### src/split_readout_defines.svh
// register map, field positions, reset values and timing counts
// Notes on behaviour
// - free run: shutter only the shorter half
// - both shorter than readout: shutter both halves
// - edge, reset-edge, start: separate half exposures
// - level, reset-level, sync: one common exposure
// - global exposure pulse while half fully exposing
// - setting picks longer or shorter half pulse
// - no global pulse if both halves short
// - read end reference: delay from readout end
// - vsync reference: delay from readout start
// - trigger reference: delay from input trigger
// - dual sheet: separate window position per half
// - dual sheet: per half direction, four combos
// - dual sheet forbids binning
// - window size and position step granularity
// - dual sheet: only free, edge, start
// - dual frame: exposure plus active+10 lines
// - dual exposure: one line up to 10 s
// - exposure rounds up to whole lines
// - split halves end exposure together
`ifndef SPLIT_READOUT_DEFINES_SVH
`define SPLIT_READOUT_DEFINES_SVH

`define OFS_CTRL 8'h00
`define OFS_EXP_TOP 8'h04
`define OFS_EXP_BOT 8'h08
`define OFS_LINE_PERIOD 8'h0C
`define OFS_SUB_SIZE 8'h10
`define OFS_SUB_POS_TOP 8'h14
`define OFS_SUB_POS_BOT 8'h18
`define OFS_PROG_DELAY 8'h1C
`define OFS_PROG_WIDTH 8'h20
`define OFS_STATUS 8'h24

`define CTRL_RUN 0
`define CTRL_SPLIT 1
`define CTRL_DUAL 2
`define CTRL_MODE_LO 3
`define CTRL_MODE_HI 5
`define CTRL_GEXP_LONG 6
`define CTRL_REF_LO 7
`define CTRL_REF_HI 8
`define CTRL_DIR_TOP 9
`define CTRL_DIR_BOT 10
`define CTRL_BIN_LO 11
`define CTRL_BIN_HI 12
`define STAT_BIN_REFUSED 5

`define CTRL_RESET 32'h0000_0000
`define EXP_RESET 32'h0000_2710
`define HSIZE_RESET 12'h800
`define VSIZE_RESET 12'h400
`define HSIZE_MASK 12'hF80
`define STEP4_MASK 12'hFFC

`define CLK_PERIOD_PS 25000
`define US_PS 1000000
`define US_CYCLES (`US_PS / `CLK_PERIOD_PS)
`define LINE_MIN_PS 9744360
`define LINE_MIN_CYCLES ((`LINE_MIN_PS + `CLK_PERIOD_PS - 1) / `CLK_PERIOD_PS)
`define EXP_MAX_US 10000000
`define PROG_MAX_US 10000000
`define GAP_LINES 10

`endif

### src/readout_pkg.sv
// types shared by the readout timing controller
package readout_pkg;
    typedef enum logic [1:0] {
        ST_WAIT = 2'b00,
        ST_EXPOSE = 2'b01,
        ST_READ = 2'b11,
        ST_GAP = 2'b10
    } frame_state_e;

    typedef enum logic [2:0] {
        TM_FREE = 3'h0,
        TM_EDGE = 3'h1,
        TM_GR_EDGE = 3'h2,
        TM_LEVEL = 3'h3,
        TM_GR_LEVEL = 3'h4,
        TM_SYNC = 3'h5,
        TM_START = 3'h6
    } trig_mode_e;

    typedef enum logic [1:0] {
        REF_READ_END = 2'h0,
        REF_VSYNC = 2'h1,
        REF_TRIGGER = 2'h2
    } prog_ref_e;
endpackage

### src/prog_pulse_timer.sv
// delayed pulse generator counting microsecond ticks from a restart event
`timescale 1ns/1ps
`default_nettype none
`include "split_readout_defines.svh"
module prog_pulse_timer (
    input wire logic clk,
    input wire logic rst_n,
    input wire logic start,
    input wire logic [31:0] delay_us,
    input wire logic [31:0] width_us,
    output logic pulse_r
);
    localparam logic [5:0] US_LAST = 6'(`US_CYCLES - 1);
    logic [5:0] pre_r;
    logic [31:0] cnt_r;
    logic delaying_r;
    wire tick = (pre_r == US_LAST);
    wire [31:0] cnt_inc = cnt_r + 32'h0000_0001;
    wire [31:0] width_eff = (width_us == 32'h0) ? 32'h0000_0001 : width_us;

    // prescaler restarts with the event so the delay is exact
    always_ff @(posedge clk or negedge rst_n) begin
        if (!rst_n) begin
            pre_r <= 6'h00;
            cnt_r <= 32'h0;
            delaying_r <= 1'b0;
            pulse_r <= 1'b0;
        end else if (start) begin
            pre_r <= 6'h00;
            cnt_r <= 32'h0;
            delaying_r <= (delay_us != 32'h0);
            pulse_r <= (delay_us == 32'h0);
        end else begin
            pre_r <= tick ? 6'h00 : pre_r + 6'h01;
            if (tick && delaying_r) begin
                cnt_r <= (cnt_inc == delay_us) ? 32'h0 : cnt_inc;
                delaying_r <= (cnt_inc != delay_us);
                pulse_r <= (cnt_inc == delay_us);
            end else if (tick && pulse_r) begin
                cnt_r <= cnt_inc;
                pulse_r <= (cnt_inc < width_eff);
            end
        end
    end
endmodule // prog_pulse_timer
`default_nettype wire

### src/split_sensor_readout_trigger.sv
// split-view sensor timing controller with AXI4-Lite register access
//
// Decided for this implementation: the AXI4-Lite interface to the registers and the address map.
`timescale 1ns/1ps
`default_nettype none
`include "split_readout_defines.svh"
module split_sensor_readout_trigger import readout_pkg::*; (
    input wire logic clk,
    input wire logic rst_n,
    input wire logic [7:0] s_axi_awaddr,
    input wire logic s_axi_awvalid,
    output logic s_axi_awready,
    input wire logic [31:0] s_axi_wdata,
    input wire logic [3:0] s_axi_wstrb,
    input wire logic s_axi_wvalid,
    output logic s_axi_wready,
    output logic [1:0] s_axi_bresp,
    output logic s_axi_bvalid,
    input wire logic s_axi_bready,
    input wire logic [7:0] s_axi_araddr,
    input wire logic s_axi_arvalid,
    output logic s_axi_arready,
    output logic [31:0] s_axi_rdata,
    output logic [1:0] s_axi_rresp,
    output logic s_axi_rvalid,
    input wire logic s_axi_rready,
    input wire logic trig_in,
    output logic gexp_out,
    output logic prog_out,
    output logic expose_top_out,
    output logic expose_bot_out
);
    ////////////////////////////////////////////////////////////////////////
    // registers
    logic [31:0] ctrl_r, exp_top_r, exp_bot_r, line_period_r;
    logic [11:0] hsize_r, vsize_r, hpos_top_r, vpos_top_r;
    logic [11:0] hpos_bot_r, vpos_bot_r;
    logic [31:0] prog_delay_r, prog_width_r;
    logic bin_refused_r, shut_top_r, shut_bot_r;

    ////////////////////////////////////////////////////////////////////////
    // bus slave
    logic aw_full_r, w_full_r;
    logic [7:0] waddr_r;
    logic [31:0] wdata_r;
    logic [3:0] wstrb_r;
    wire do_write = aw_full_r && w_full_r && !s_axi_bvalid;
    wire we_ctrl = do_write && (waddr_r == `OFS_CTRL);
    wire we_exp_top = do_write && (waddr_r == `OFS_EXP_TOP);
    wire we_exp_bot = do_write && (waddr_r == `OFS_EXP_BOT);
    wire we_line = do_write && (waddr_r == `OFS_LINE_PERIOD);
    wire we_size = do_write && (waddr_r == `OFS_SUB_SIZE);
    wire we_pos_top = do_write && (waddr_r == `OFS_SUB_POS_TOP);
    wire we_pos_bot = do_write && (waddr_r == `OFS_SUB_POS_BOT);
    wire we_delay = do_write && (waddr_r == `OFS_PROG_DELAY);
    wire we_width = do_write && (waddr_r == `OFS_PROG_WIDTH);
    wire we_status = do_write && (waddr_r == `OFS_STATUS);
    wire w_mapped = we_ctrl | we_exp_top | we_exp_bot | we_line | we_size
        | we_pos_top | we_pos_bot | we_delay | we_width | we_status;

    function automatic logic [31:0] merge(input logic [31:0] old,
            input logic [31:0] nw, input logic [3:0] be);
        logic [31:0] res;
        res = old;
        for (int i = 0; i < 4; i++) begin
            if (be[i]) begin
                res[i*8 +: 8] = nw[i*8 +: 8];
            end
        end
        return res;
    endfunction

    wire [31:0] size_word = {4'h0, vsize_r, 4'h0, hsize_r};
    wire [31:0] pos_top_word = {4'h0, vpos_top_r, 4'h0, hpos_top_r};
    wire [31:0] pos_bot_word = {4'h0, vpos_bot_r, 4'h0, hpos_bot_r};
    wire [31:0] ctrl_nw = merge(ctrl_r, wdata_r, wstrb_r);
    wire [31:0] size_nw = merge(size_word, wdata_r, wstrb_r);
    wire [31:0] pos_top_nw = merge(pos_top_word, wdata_r, wstrb_r);
    wire [31:0] pos_bot_nw = merge(pos_bot_word, wdata_r, wstrb_r);
    wire [31:0] line_nw = merge(line_period_r, wdata_r, wstrb_r);
    wire [31:0] exp_top_nw = merge(exp_top_r, wdata_r, wstrb_r);
    wire [31:0] exp_bot_nw = merge(exp_bot_r, wdata_r, wstrb_r);
    wire bin_req = (ctrl_nw[`CTRL_BIN_HI:`CTRL_BIN_LO] != 2'b00);
    wire bin_reject = bin_req && ctrl_nw[`CTRL_DUAL];
    // binning field is dropped whenever dual light-sheet is on
    wire [31:0] ctrl_nxt = bin_reject ? {ctrl_nw[31:13], 2'b00, ctrl_nw[10:0]}
        : ctrl_nw;
    localparam logic [31:0] LINE_MIN = 32'(`LINE_MIN_CYCLES);
    localparam logic [31:0] EXP_MAX = 32'(`EXP_MAX_US);
    localparam logic [31:0] PROG_MAX = 32'(`PROG_MAX_US);
    wire [31:0] line_nxt = (line_nw < LINE_MIN) ? LINE_MIN : line_nw;
    wire [31:0] exp_top_nxt = (exp_top_nw > EXP_MAX) ? EXP_MAX : exp_top_nw;
    wire [31:0] exp_bot_nxt = (exp_bot_nw > EXP_MAX) ? EXP_MAX : exp_bot_nw;

    always_ff @(posedge clk or negedge rst_n) begin
        if (!rst_n) begin
            aw_full_r <= 1'b0;
            w_full_r <= 1'b0;
            waddr_r <= 8'h00;
            wdata_r <= 32'h0;
            wstrb_r <= 4'h0;
            s_axi_awready <= 1'b1;
            s_axi_wready <= 1'b1;
            s_axi_bvalid <= 1'b0;
            s_axi_bresp <= 2'b00;
        end else begin
            if (s_axi_awvalid && s_axi_awready) begin
                aw_full_r <= 1'b1;
                waddr_r <= {s_axi_awaddr[7:2], 2'b00};
                s_axi_awready <= 1'b0;
            end
            if (s_axi_wvalid && s_axi_wready) begin
                w_full_r <= 1'b1;
                wdata_r <= s_axi_wdata;
                wstrb_r <= s_axi_wstrb;
                s_axi_wready <= 1'b0;
            end
            if (do_write) begin
                aw_full_r <= 1'b0;
                w_full_r <= 1'b0;
                s_axi_bvalid <= 1'b1;
                s_axi_bresp <= w_mapped ? 2'b00 : 2'b10;
            end
            if (s_axi_bvalid && s_axi_bready) begin
                s_axi_bvalid <= 1'b0;
                s_axi_awready <= 1'b1;
                s_axi_wready <= 1'b1;
            end
        end
    end

    always_ff @(posedge clk or negedge rst_n) begin
        if (!rst_n) begin
            ctrl_r <= `CTRL_RESET;
            exp_top_r <= `EXP_RESET;
            exp_bot_r <= `EXP_RESET;
            line_period_r <= 32'(`LINE_MIN_CYCLES);
            hsize_r <= `HSIZE_RESET;
            vsize_r <= `VSIZE_RESET;
            hpos_top_r <= 12'h000;
            vpos_top_r <= 12'h000;
            hpos_bot_r <= 12'h000;
            vpos_bot_r <= 12'h000;
            prog_delay_r <= 32'h0;
            prog_width_r <= 32'h0000_0001;
        end else begin
            if (we_ctrl) ctrl_r <= ctrl_nxt;
            if (we_exp_top) exp_top_r <= exp_top_nxt;
            if (we_exp_bot) exp_bot_r <= exp_bot_nxt;
            if (we_line) line_period_r <= line_nxt;
            if (we_size) begin
                hsize_r <= size_nw[11:0] & `HSIZE_MASK;
                vsize_r <= size_nw[27:16] & `STEP4_MASK;
            end
            if (we_pos_top) begin
                hpos_top_r <= pos_top_nw[11:0] & `STEP4_MASK;
                vpos_top_r <= pos_top_nw[27:16] & `STEP4_MASK;
            end
            if (we_pos_bot) begin
                hpos_bot_r <= pos_bot_nw[11:0] & `STEP4_MASK;
                vpos_bot_r <= pos_bot_nw[27:16] & `STEP4_MASK;
            end
            if (we_delay) prog_delay_r <= (wdata_r > PROG_MAX) ? PROG_MAX
                : wdata_r;
            if (we_width) prog_width_r <= (wdata_r > PROG_MAX) ? PROG_MAX
                : ((wdata_r == 32'h0) ? 32'h0000_0001 : wdata_r);
        end
    end

    ////////////////////////////////////////////////////////////////////////
    // mode decode
    wire run = ctrl_r[`CTRL_RUN];
    wire split = ctrl_r[`CTRL_SPLIT];
    wire dual = ctrl_r[`CTRL_DUAL];
    wire gexp_long = ctrl_r[`CTRL_GEXP_LONG];
    wire dir_top = ctrl_r[`CTRL_DIR_TOP];
    wire dir_bot = ctrl_r[`CTRL_DIR_BOT];
    trig_mode_e mode;
    prog_ref_e pref;
    assign mode = trig_mode_e'(ctrl_r[`CTRL_MODE_HI:`CTRL_MODE_LO]);
    assign pref = prog_ref_e'(ctrl_r[`CTRL_REF_HI:`CTRL_REF_LO]);
    wire level_mode = (mode == TM_LEVEL) || (mode == TM_GR_LEVEL);
    wire common_exp = level_mode || (mode == TM_SYNC);
    wire mode_refused = dual && !((mode == TM_FREE) || (mode == TM_EDGE)
        || (mode == TM_START));
    wire [31:0] top_us = exp_top_r;
    wire [31:0] bot_us = common_exp ? exp_top_r : exp_bot_r;
    wire top_longer = (top_us >= bot_us);
    wire [31:0] long_us = top_longer ? top_us : bot_us;
    wire [39:0] readout_cyc = 40'(vsize_r) * 40'(line_period_r[27:0]);
    wire [39:0] top_cyc = 40'(top_us) * 40'(`US_CYCLES);
    wire [39:0] bot_cyc = 40'(bot_us) * 40'(`US_CYCLES);
    wire top_short = (top_cyc < readout_cyc);
    wire bot_short = (bot_cyc < readout_cyc);
    wire both_short = top_short && bot_short;

    ////////////////////////////////////////////////////////////////////////
    // trigger input synchroniser
    logic trig_s1_r, trig_s2_r, trig_d_r, start_armed_r;
    always_ff @(posedge clk or negedge rst_n) begin
        if (!rst_n) begin
            trig_s1_r <= 1'b0;
            trig_s2_r <= 1'b0;
            trig_d_r <= 1'b0;
        end else begin
            trig_s1_r <= trig_in;
            trig_s2_r <= trig_s1_r;
            trig_d_r <= trig_s2_r;
        end
    end
    wire trig_edge = trig_s2_r && !trig_d_r;

    ////////////////////////////////////////////////////////////////////////
    // frame sequencer
    frame_state_e state_r, state_nxt;
    logic [31:0] line_cyc_r, elapsed_us_r;
    logic [11:0] line_idx_r;
    logic [5:0] us_pre_r;
    wire line_end = (line_cyc_r >= line_period_r - 32'h1);
    wire us_tick = (us_pre_r == 6'(`US_CYCLES - 1));
    wire free_go = (mode == TM_FREE) || ((mode == TM_START) && start_armed_r);
    wire frame_go = run && !mode_refused && (free_go || trig_edge);
    wire exp_done = level_mode ? !trig_s2_r
        : (elapsed_us_r >= long_us);
    wire read_done = line_end && (line_idx_r >= vsize_r - 12'h1);
    wire gap_done = line_end && (line_idx_r == 12'(`GAP_LINES - 1));

    always_comb begin
        state_nxt = state_r;
        unique case (state_r)
            ST_WAIT: if (frame_go) state_nxt = ST_EXPOSE;
            ST_EXPOSE: if (line_end && exp_done) state_nxt = ST_READ;
            ST_READ: if (read_done) state_nxt = dual ? ST_GAP
                : ST_WAIT;
            // back-to-back frames skip the idle cycle to keep the period
            ST_GAP: if (gap_done) state_nxt = frame_go ? ST_EXPOSE
                : ST_WAIT;
        endcase
        if (!run) state_nxt = ST_WAIT;
    end

    wire leave_state = (state_nxt != state_r);
    always_ff @(posedge clk or negedge rst_n) begin
        if (!rst_n) begin
            state_r <= ST_WAIT;
            line_cyc_r <= 32'h0;
            line_idx_r <= 12'h000;
            elapsed_us_r <= 32'h0;
            us_pre_r <= 6'h00;
            start_armed_r <= 1'b0;
        end else begin
            state_r <= state_nxt;
            line_cyc_r <= (leave_state || line_end) ? 32'h0
                : line_cyc_r + 32'h1;
            if (leave_state) line_idx_r <= 12'h000;
            else if (line_end) line_idx_r <= line_idx_r + 12'h001;
            if (state_r != ST_EXPOSE) begin
                us_pre_r <= 6'h00;
                elapsed_us_r <= 32'h0;
            end else begin
                us_pre_r <= us_tick ? 6'h00 : us_pre_r + 6'h01;
                if (us_tick) elapsed_us_r <= elapsed_us_r + 32'h1;
            end
            if (!run || mode != TM_START) start_armed_r <= 1'b0;
            else if (trig_edge) start_armed_r <= 1'b1;
        end
    end

    ////////////////////////////////////////////////////////////////////////
    // half exposure windows, end-aligned
    wire [32:0] top_reach = 33'(elapsed_us_r) + 33'(top_us);
    wire [32:0] bot_reach = 33'(elapsed_us_r) + 33'(bot_us);
    wire in_exp = (state_r == ST_EXPOSE);
    // shorter half starts late so both stop together
    wire top_exp = in_exp && (level_mode || top_reach >= 33'(long_us));
    wire bot_exp = in_exp && (level_mode || bot_reach >= 33'(long_us));
    wire sel_top = (gexp_long == top_longer);
    wire sel_exp = sel_top ? top_exp : bot_exp;
    wire sel_short = sel_top ? top_short : bot_short;
    wire gexp_nxt = split && !dual && sel_exp && !sel_short
        && !both_short;
    wire free_split = split && (mode == TM_FREE);
    wire shut_top_nxt = free_split && (both_short
        || (top_us < bot_us));
    wire shut_bot_nxt = free_split && (both_short
        || (bot_us < top_us));

    always_ff @(posedge clk or negedge rst_n) begin
        if (!rst_n) begin
            gexp_out <= 1'b0;
            expose_top_out <= 1'b0;
            expose_bot_out <= 1'b0;
            shut_top_r <= 1'b0;
            shut_bot_r <= 1'b0;
            bin_refused_r <= 1'b0;
        end else begin
            gexp_out <= gexp_nxt;
            expose_top_out <= top_exp;
            expose_bot_out <= bot_exp;
            shut_top_r <= shut_top_nxt;
            shut_bot_r <= shut_bot_nxt;
            // a new refusal wins over a clear in the same cycle
            if (we_ctrl && bin_reject) bin_refused_r <= 1'b1;
            else if (we_status && wdata_r[`STAT_BIN_REFUSED])
                bin_refused_r <= 1'b0;
        end
    end

    ////////////////////////////////////////////////////////////////////////
    // programmable timing output
    wire ev_vsync = (state_r == ST_EXPOSE) && (state_nxt == ST_READ);
    wire ev_read_end = (state_r == ST_READ) && (state_nxt != ST_READ);
    wire prog_start = ((pref == REF_READ_END) && ev_read_end)
        || ((pref == REF_VSYNC) && ev_vsync)
        || ((pref == REF_TRIGGER) && trig_edge);
    prog_pulse_timer u_prog (
        .clk(clk),
        .rst_n(rst_n),
        .start(prog_start),
        .delay_us(prog_delay_r),
        .width_us(prog_width_r),
        .pulse_r(prog_out)
    );

    ////////////////////////////////////////////////////////////////////////
    // read path
    wire [31:0] status_word = {26'h0, bin_refused_r, mode_refused,
        shut_bot_r, shut_top_r, state_r};
    wire [7:0] ra = {s_axi_araddr[7:2], 2'b00};
    wire r_mapped = (ra <= `OFS_STATUS);
    wire [31:0] rd_mux = (ra == `OFS_CTRL) ? ctrl_r
        : (ra == `OFS_EXP_TOP) ? exp_top_r
        : (ra == `OFS_EXP_BOT) ? exp_bot_r
        : (ra == `OFS_LINE_PERIOD) ? line_period_r
        : (ra == `OFS_SUB_SIZE) ? size_word
        : (ra == `OFS_SUB_POS_TOP) ? pos_top_word
        : (ra == `OFS_SUB_POS_BOT) ? pos_bot_word
        : (ra == `OFS_PROG_DELAY) ? prog_delay_r
        : (ra == `OFS_PROG_WIDTH) ? prog_width_r
        : (ra == `OFS_STATUS) ? status_word : 32'h0;

    always_ff @(posedge clk or negedge rst_n) begin
        if (!rst_n) begin
            s_axi_arready <= 1'b1;
            s_axi_rvalid <= 1'b0;
            s_axi_rdata <= 32'h0;
            s_axi_rresp <= 2'b00;
        end else if (s_axi_arvalid && s_axi_arready) begin
            s_axi_arready <= 1'b0;
            s_axi_rvalid <= 1'b1;
            s_axi_rdata <= rd_mux;
            s_axi_rresp <= r_mapped ? 2'b00 : 2'b10;
        end else if (s_axi_rvalid && s_axi_rready) begin
            s_axi_rvalid <= 1'b0;
            s_axi_arready <= 1'b1;
        end
    end

    ////////////////////////////////////////////////////////////////////////
    // checks
    shutter_pick_a: assert property (@(posedge clk) disable iff (!rst_n)
        (free_split && top_us < bot_us && !both_short) |=> shut_top_r
            && !shut_bot_r) else $error("wrong shutter half");
    shutter_both_a: assert property (@(posedge clk) disable iff (!rst_n)
        (free_split && both_short) |=> (shut_top_r && shut_bot_r))
        else $error("both halves not shuttered");
    common_exp_a: assert property (@(posedge clk) disable iff (!rst_n)
        (common_exp && in_exp) |-> ##1 (expose_top_out == expose_bot_out))
        else $error("halves differ in common mode");
    gexp_short_a: assert property (@(posedge clk) disable iff (!rst_n)
        both_short |=> !gexp_out) else $error("global pulse while short");
    bin_block_a: assert property (@(posedge clk) disable iff (!rst_n)
        dual |-> (ctrl_r[`CTRL_BIN_HI:`CTRL_BIN_LO] == 2'b00))
        else $error("binning with dual sheet");
    sub_step_a: assert property (@(posedge clk) disable iff (!rst_n)
        (hsize_r[6:0] == 7'h00) && (vsize_r[1:0] == 2'b00)
        && (vpos_top_r[1:0] == 2'b00) && (hpos_bot_r[1:0] == 2'b00))
        else $error("window off step");
    mode_refuse_a: assert property (@(posedge clk) disable iff (!rst_n)
        (mode_refused && state_r == ST_WAIT) [*2] |-> state_r == ST_WAIT)
        else $error("refused mode started frame");
    gap_follow_a: assert property (@(posedge clk) disable iff (!rst_n)
        (dual && run && $fell(state_r == ST_READ)) |-> state_r == ST_GAP)
        else $error("dual frame lacks gap lines");
    exp_round_a: assert property (@(posedge clk) disable iff (!rst_n)
        (ev_vsync && !level_mode) |-> (elapsed_us_r >= long_us) && line_end)
        else $error("exposure cut short");
    end_align_a: assert property (@(posedge clk) disable iff (!rst_n)
        ev_vsync |=> (expose_top_out && expose_bot_out))
        else $error("halves end apart");
endmodule // split_sensor_readout_trigger
`default_nettype wire
### config.mk
export PLATFORM = sky130hd
export DESIGN_NAME = split_sensor_readout_trigger
export DESIGN_NICKNAME = d
export VERILOG_FILES = /design/src/readout_pkg.sv /design/src/prog_pulse_timer.sv /design/src/split_sensor_readout_trigger.sv
export VERILOG_INCLUDE_DIRS = /design/src /design/src/src
export SDC_FILE = /design/constraint.sdc
export NUM_CORES = 2
export LEC_CHECK = 0
export BUFFER_PORTS_ARGS = -buffer_cell sky130_fd_sc_hd__buf_2
export CELL_PAD_IN_SITES_DETAIL_PLACEMENT = 1
export CELL_PAD_IN_SITES_GLOBAL_PLACEMENT = 2
export CORE_ASPECT_RATIO = 0.9
export CORE_MARGIN = 8
export CORE_UTILIZATION = 37
export DETAILED_ROUTE_END_ITERATION = 10
export GPL_TIMING_DRIVEN = 0
export MAX_ROUTING_LAYER = met4
export PLACE_DENSITY_LB_ADDON = 0.12
export REMOVE_ABC_BUFFERS = 1
export SYNTH_ARGS = -nofsm -noshare
export SYNTH_HDL_FRONTEND = slang
export SYNTH_HIERARCHICAL = 1
export SYNTH_SLANG_ARGS = --single-unit
### constraint.sdc
create_clock -name clk -period 7.4 [get_ports clk]
set_clock_uncertainty 0.2 [all_clocks]
set_input_delay 0.37 -clock clk [delete_from_list [all_inputs] [get_ports clk]]
set_output_delay 0.37 -clock clk [all_outputs]
set_load 0.005 [all_outputs]
* Word level (Yosys, flattened, before mapping) *
Cells that the tools add are included.

storage, ports and cells
  register bits after elaboration = 466
  bits in latches = 0
  bits in writable memories = 0
  memory bits (read-only) = 0
  input port bits = 60
  word-level logic and storage cells = 314
  memories kept = 0

cells by class
  $add $sub $neg = 10
  multiply operators = 3
  divide/modulo/power cells = 0
  $lt $le $gt $ge = 16
  equal/unequal tests = 39
  shift-type cells = 0
  muxes and demuxes = 85
  bitwise gates (word level) = 9
  reductions and logical operators = 102

operators with widths
  kind                                                                                count
  32-bit 2-to-1 mux                                                                   25
  8-bit 2-to-1 mux                                                                    16
  32-bit by 1-bit adder with 32-bit output (second input constant)                    3
  32-bit greater-or-equal comparator                                                  3
  32-bit by 24-bit greater-than comparator with 1-bit output (second input constant)  3
  32-bit zero test                                                                    3
  32-bit < comparator                                                                 3
  38-bit by 40-bit < comparator with 1-bit output                                     2
  32-bit by 3-bit multiplier with 35-bit output (second input constant)               2
  32-bit by 32-bit adder with 33-bit output                                           2
  33-bit by 32-bit greater-or-equal comparator with 1-bit output                      2
  6-bit by 3-bit == test with 1-bit output (second input constant)                    8
  1-bit logical AND                                                                   45
  10-bit by 28-bit multiplier with 38-bit output                                      1
  32-bit == test                                                                      1
  32-bit by 9-bit < comparator with 1-bit output (second input constant)              1
  32-bit != test                                                                      1
  32-bit nonzero test                                                                 1
  32-bit by 1-bit subtractor with 32-bit output (second input constant)               1
  6-bit 2-to-1 mux                                                                    5
  1-bit 2-to-1 mux                                                                    27
  6-bit by 2-bit == test with 1-bit output (second input constant)                    4
  6-bit by 4-bit == test with 1-bit output (second input constant)                    4
  12-bit 2-to-1 mux                                                                   2
  other kinds (30)                                                                    99

* Longest topological paths before layout *
  depth after elaboration = 18
  mapped depth = 35

* By module *
Netlist, hierarchy kept.

modules (own cells, without submodules)
  module                        instances  cells an instance  area an instance (um^2)
  split_sensor_readout_trigger  1          4513               41272.1
  prog_pulse_timer              1          585                4628.2

* Least setup slack after synthesis *
OpenSTA, ideal clock, no wires.

  path kind = register to register
  start point = reg vsize_r[3]
  end point = reg gexp_out
  arrival time = 7.528 ns
  data required time = 7.075 ns
  slack = -0.453 ns
  stages on the path, launching flop included = 32
  path buffers = 2
  path through = dfrtp_1 -> clkbuf_1 -> buf_1 -> nand2_1 -> fa_1 -> inv_1 -> fa_1 -> fa_1 -> fa_1 -> inv_1 -> fa_1 -> inv_1 -> ha_1 -> and3_1 -> and3_1 -> a32oi_1 -> nand4_1 -> nand2_1 -> o21ai_0 -> a31o_2 -> a21o_1 -> a21oi_1 -> xor2_1 -> ha_1 -> a2111oi_0 -> a21oi_1 -> nand3_1 -> a31oi_1 -> a2111oi_0 -> o31ai_1 -> and3_1 -> a2bb2o_1

on the way
  longest elaborated chain between the ends = 6
  elaborated cells on any way between the ends = 9
  those cells by class = mul: 1; order compare: 2; mux: 1; reduce/logical: 5

RTL lines
  item                                                                line                                                                      text
  from (decl)                                                         split_sensor_readout_trigger.sv:36                                        logic [11:0] hsize_r, vsize_r, hpos_top_r, vpos_top_r;
  from (signal assigned)                                              split_sensor_readout_trigger.sv:139                                       vsize_r <= `VSIZE_RESET;
  from (signal assigned)                                              split_sensor_readout_trigger.sv:153                                       vsize_r <= size_nw[27:16] & `STEP4_MASK;
  10-bit by 28-bit multiplier with 38-bit output *                    split_sensor_readout_trigger.sv:190                                       wire [39:0] readout_cyc = 40'(vsize_r) * 40'(line_period_r[27:0]);
  38-bit by 40-bit < comparator with 1-bit output (on tied branches)  split_sensor_readout_trigger.sv:194, split_sensor_readout_trigger.sv:193
  1-bit 2-to-1 mux                                                    split_sensor_readout_trigger.sv:279                                       wire sel_short = sel_top ? top_short : bot_short;
  1-bit zero test                                                     split_sensor_readout_trigger.sv:280                                       wire gexp_nxt = split && !dual && sel_exp && !sel_short
  1-bit logical AND                                                   split_sensor_readout_trigger.sv:280
  1-bit logical AND *                                                 split_sensor_readout_trigger.sv:281                                       && !both_short;
  named net gexp_nxt                                                  split_sensor_readout_trigger.sv:280
  to (signal assigned)                                                split_sensor_readout_trigger.sv:297                                       gexp_out <= gexp_nxt;
  to (decl)                                                           split_sensor_readout_trigger.sv:28                                        output logic gexp_out,

The timed path passes the listed nets; every way through them passes the cells marked *.
A chain may end at the register's enable or synchronous reset.

* Final worst setup path *
  start point = reg vsize_r[10]
  end point = reg gexp_out

Same word-level chain as after synthesis.

==> impl_metrics.toml <==
[status]
run_status = "finished with violations"
violations = "setup timing"

[global_route]
grt_busiest_layer = "met2"
gr-usage-met1_pct = 40.13
first_global_vias = 42150
grt_pass1_wl_microns = 280200
globalRouteMet3Util_pct = 4.319
grt.overflow.total = 0
antenna_violations_before_repair = 9
track_usage_pct = 27.65
grt_max_degree = 107
groute.layer.met2.usage_pct = 40.49

[synth]
synth_flop_cell = "dfrtp_1"
yosys.area_share.xor_xnor_pct = 5.945
ys.warnings.count = 6
synth-seq-area-share_pct = 25.35
synth_top_family_by_area = "adder cells"
yosys.cell_count.top_type = "ha_1"
ys_ff_latch = 464
synthesized_netlist_cell_count = 5098
post_synth_and_or_nand_nor_area_fraction_pct = 18.45
synth-async-reset-ratio_pct = 100.0
synth_enable_flop_cells = 0
synth_top_cells_by_count = "ha_1, dfrtp_1, nand2_1, inv_1, nor2_1"
netlist-cell-type-count = 107
post_synth_fa_ha_maj_area_fraction_pct = 23.74
synth_top_cells_by_area = "dfrtp_1, ha_1, fa_1, nand2_1, xnor2_1"
synth.cell_area_sq_um = 45900
yosys.area.top_type = "dfrtp_1"
synth_top_area_share_pct = 24.21
syn-mean-instance-area_sq_um = 9.004
synthMuxAreaShare_pct = 3.456
synth-compound-area-share_pct = 17.58

[pwr]
power.ir.vdd_worst_uv = 570.7
power.density_cell_area_nw_per_um2 = 366.9
p_total_mw = 19.48
power_leakage_nw = 25.66

[drt]
drc = 0
post_drt_wl_per_cell_microns = 26.97
route.antenna.remaining_nets = 0
viasPerCell = 5.911
route.final.wire_length_microns = 186700
drt_first_pass_iters = 8
drt_iter0_drcs = 3111
via_count = 40920

[placement]
numPortBuffers = 98
gpl_congestion = 0.9133
hpwlAfterDp_microns = 138100

[critical_path]
critPathLaunch = "vsize_r[10]"
critical-path-top-delay-family = "adder cells"
path_buf_inv = 7
criticalPathCategory = "reg2reg"
crit_end_category = "flip-flop"
cp.arrival_ns = 8.27
critPathMostFrequentCell = "fa_1"
cp_slowest_cell = "dfstp_4"
worst_r2r_startpoint = "vsize_r[10]"
critPathRequiredTime_ns = 7.77
critical_path.startpoint_type = "flip-flop"
cpPeakStageDelay_ns = 0.71
cp_max_fo = 6

[sta]
postLayoutSetupSlackWorst_ns = -0.5094
post-route-min-period_ns = 7.909
slew_headroom_pct = 5.901
report.final.slew_viol_count = 0
fmax_ghz = 0.1264
worstMarginPinSlew_ns = 1.399
setup_viol = 3
grt_setup_unrepaired = "yes"
whs_ns = 0.07848
final.period_utilization_pct = 106.9
fin_hold_viols = 0

[floorplanning]
design.core.area_sq_um = 123000
floorplan.initialDensity_pct = 37.31
rows = 122
die_area_sq_um = 135600
dieHeight_microns = 350.1
die_width_microns = 387.3
ios = 105

[cts]
tritoncts_num_sinks = 464
ctsRootBufferMaster = "clkbuf_16"
clk_pin_slew_worst_paths_ns = 0.06
clock_tree.htree_level_count = 2
cts-buffers-inserted = 55
insertion_delay_of_the_later_clocked_pin_in_the_worst_skew_pair_ns = 0.68
cts_tree = "done"
cts.path.max_buffers = 3

[final_layout]
postLayoutCoreUtil_pct = 43.15
fillers = 14000
drive_above_1_share_pct = 15.40
area_delta_synth_final_pct = 15.66
final_nets = 6069

[min_path]
worstHoldPathType = "in2async"

[run]
max_cap_violations = 0
-- worst reg2reg max path: cells and delay by family (launching register included) --
family	cells	cell delay, ns
fa+ha+maj	7	3.20
flops	1	0.71
buf+inv	7	0.68
compound gates	13	2.39
simple gates	3	0.45
xor+xnor	1	0.19
-- sequential cells by signal (all words and copies together) (netlist names), 10 cells and up --
name / count
ctrl_r: 32
u_prog/cnt_r: 32
s_axi_rdata: 32
elapsed_us_r: 32
exp_bot_r: 32
line_cyc_r: 32
hpos_bot_r: 10
line_period_r: 32
exp_top_r: 32
vpos_bot_r: 10
prog_width_r: 32
prog_delay_r: 32
line_idx_r: 12
hpos_top_r: 10
vpos_top_r: 10
wdata_r: 32
vsize_r: 10
-- layout make-up --
class,count,area (sq um),share of cell area [%]
Inverter,406,1531,2.885
Clock inverter,23,239.0,0.4501
Sequential cell,464,11760,22.16
Clock buffer,79,1587,2.988
Antenna cell,1,2.502,0.004714
Multi-Input combinational cell,3993,32840,61.86
Tap cell,1612,2017,3.799
Timing Repair Buffer,345,3109,5.857
-- layer usage --
metal | up-vias | routed length, microns
met3 | 199 | 12610
met2 | 1097 | 78710
met1 | 21050 | 90990
met5 | - | 0
li1 | 18570 | -
met4 | 0 | 4419
-- power by group --
group          internal, mW  switching [mW]
logic                  4.77            7.44
registers              3.05            1.40
clock network          1.57            1.24
total                  9.39            10.1
-- cell usage in the layout (no fill, tap or decap), types with 21 or more instances in the layout --
cell type      count
o211ai_1          22
mux2_2           116
o21a_1            37
dlygate4sd3_1     54
nand4_1           95
inv_1            391
nor2b_1           47
nor2_1           304
xor2_1           115
and4_1            22
a31oi_1           38
a211oi_1          29
dfrtp_4           27
a22oi_1           30
ha_1             509
nand3_1          127
dfrtp_1          412
fa_1             202
nand2b_1          38
and2_1           169
a22o_1            90
nor4_2            37
a222oi_1          33
o21bai_1          23
buf_4            141
a221o_1           25
or3_1             27
o21ai_0          191
a221oi_1          24
buf_2             97
and3_1            34
a21o_1           122
xnor2_1          183
o21ai_1           43
nor4_1            52
ha_4              21
nor3_1            97
clkbuf_16         55
a21oi_1          250
nand2_1          435
-- worst paths after layout --
kind                                 end  slack, ns  depth (start not counted)
min in group clk               trig_s1_r       0.14                          2
max                             gexp_out      -0.51                         31
max in group asynchronous  s_axi_arready       5.38                          4
max reg2reg                     gexp_out      -0.51                         31
min reg2reg                    trig_s2_r       0.16                          0
min                             w_full_r       0.08                          2
-- stage by stage --
stage                     TNS [ns]  cells  worst slack, ns  cell area, sq um
after floorplan             -9.254   4861          -0.4059             44920
after global placement    -2282.27   6571           -4.836             47420
after detailed placement   -106.34   6602           -2.803             48060
after CTS                   -7.351   6880          -0.4059             52390
after global routing        -2.624   6922          -0.8025             53090
final                       -1.481   6923          -0.5094             53090
-- repair_timing --
item | 4_1_cts | 5_1_grt
setup endpoints to repair | 89 | 39
hold buffers | 54 | 0
gates resized for setup | 223 | 80
gates cloned | 2 | 0
buffers inserted | 120 | 41
pin swaps | 82 | 60
endpoints found under the hold margin | 129 | 0
-- cells by family (layout without fill, tap and decap cells) --
family                   after synthesis  in the layout
buffers and inverters                644            853
other                                  1              3
XOR/XNOR                             305            305
flip-flops                           464            464
multiplexers                         142            142
AND/OR/NAND/NOR                     1622           1624
AO/OA/AOI/OAI                       1175           1175
adder cells (fa/ha/maj)              745            745
Power figures use the tool's default switching activity.
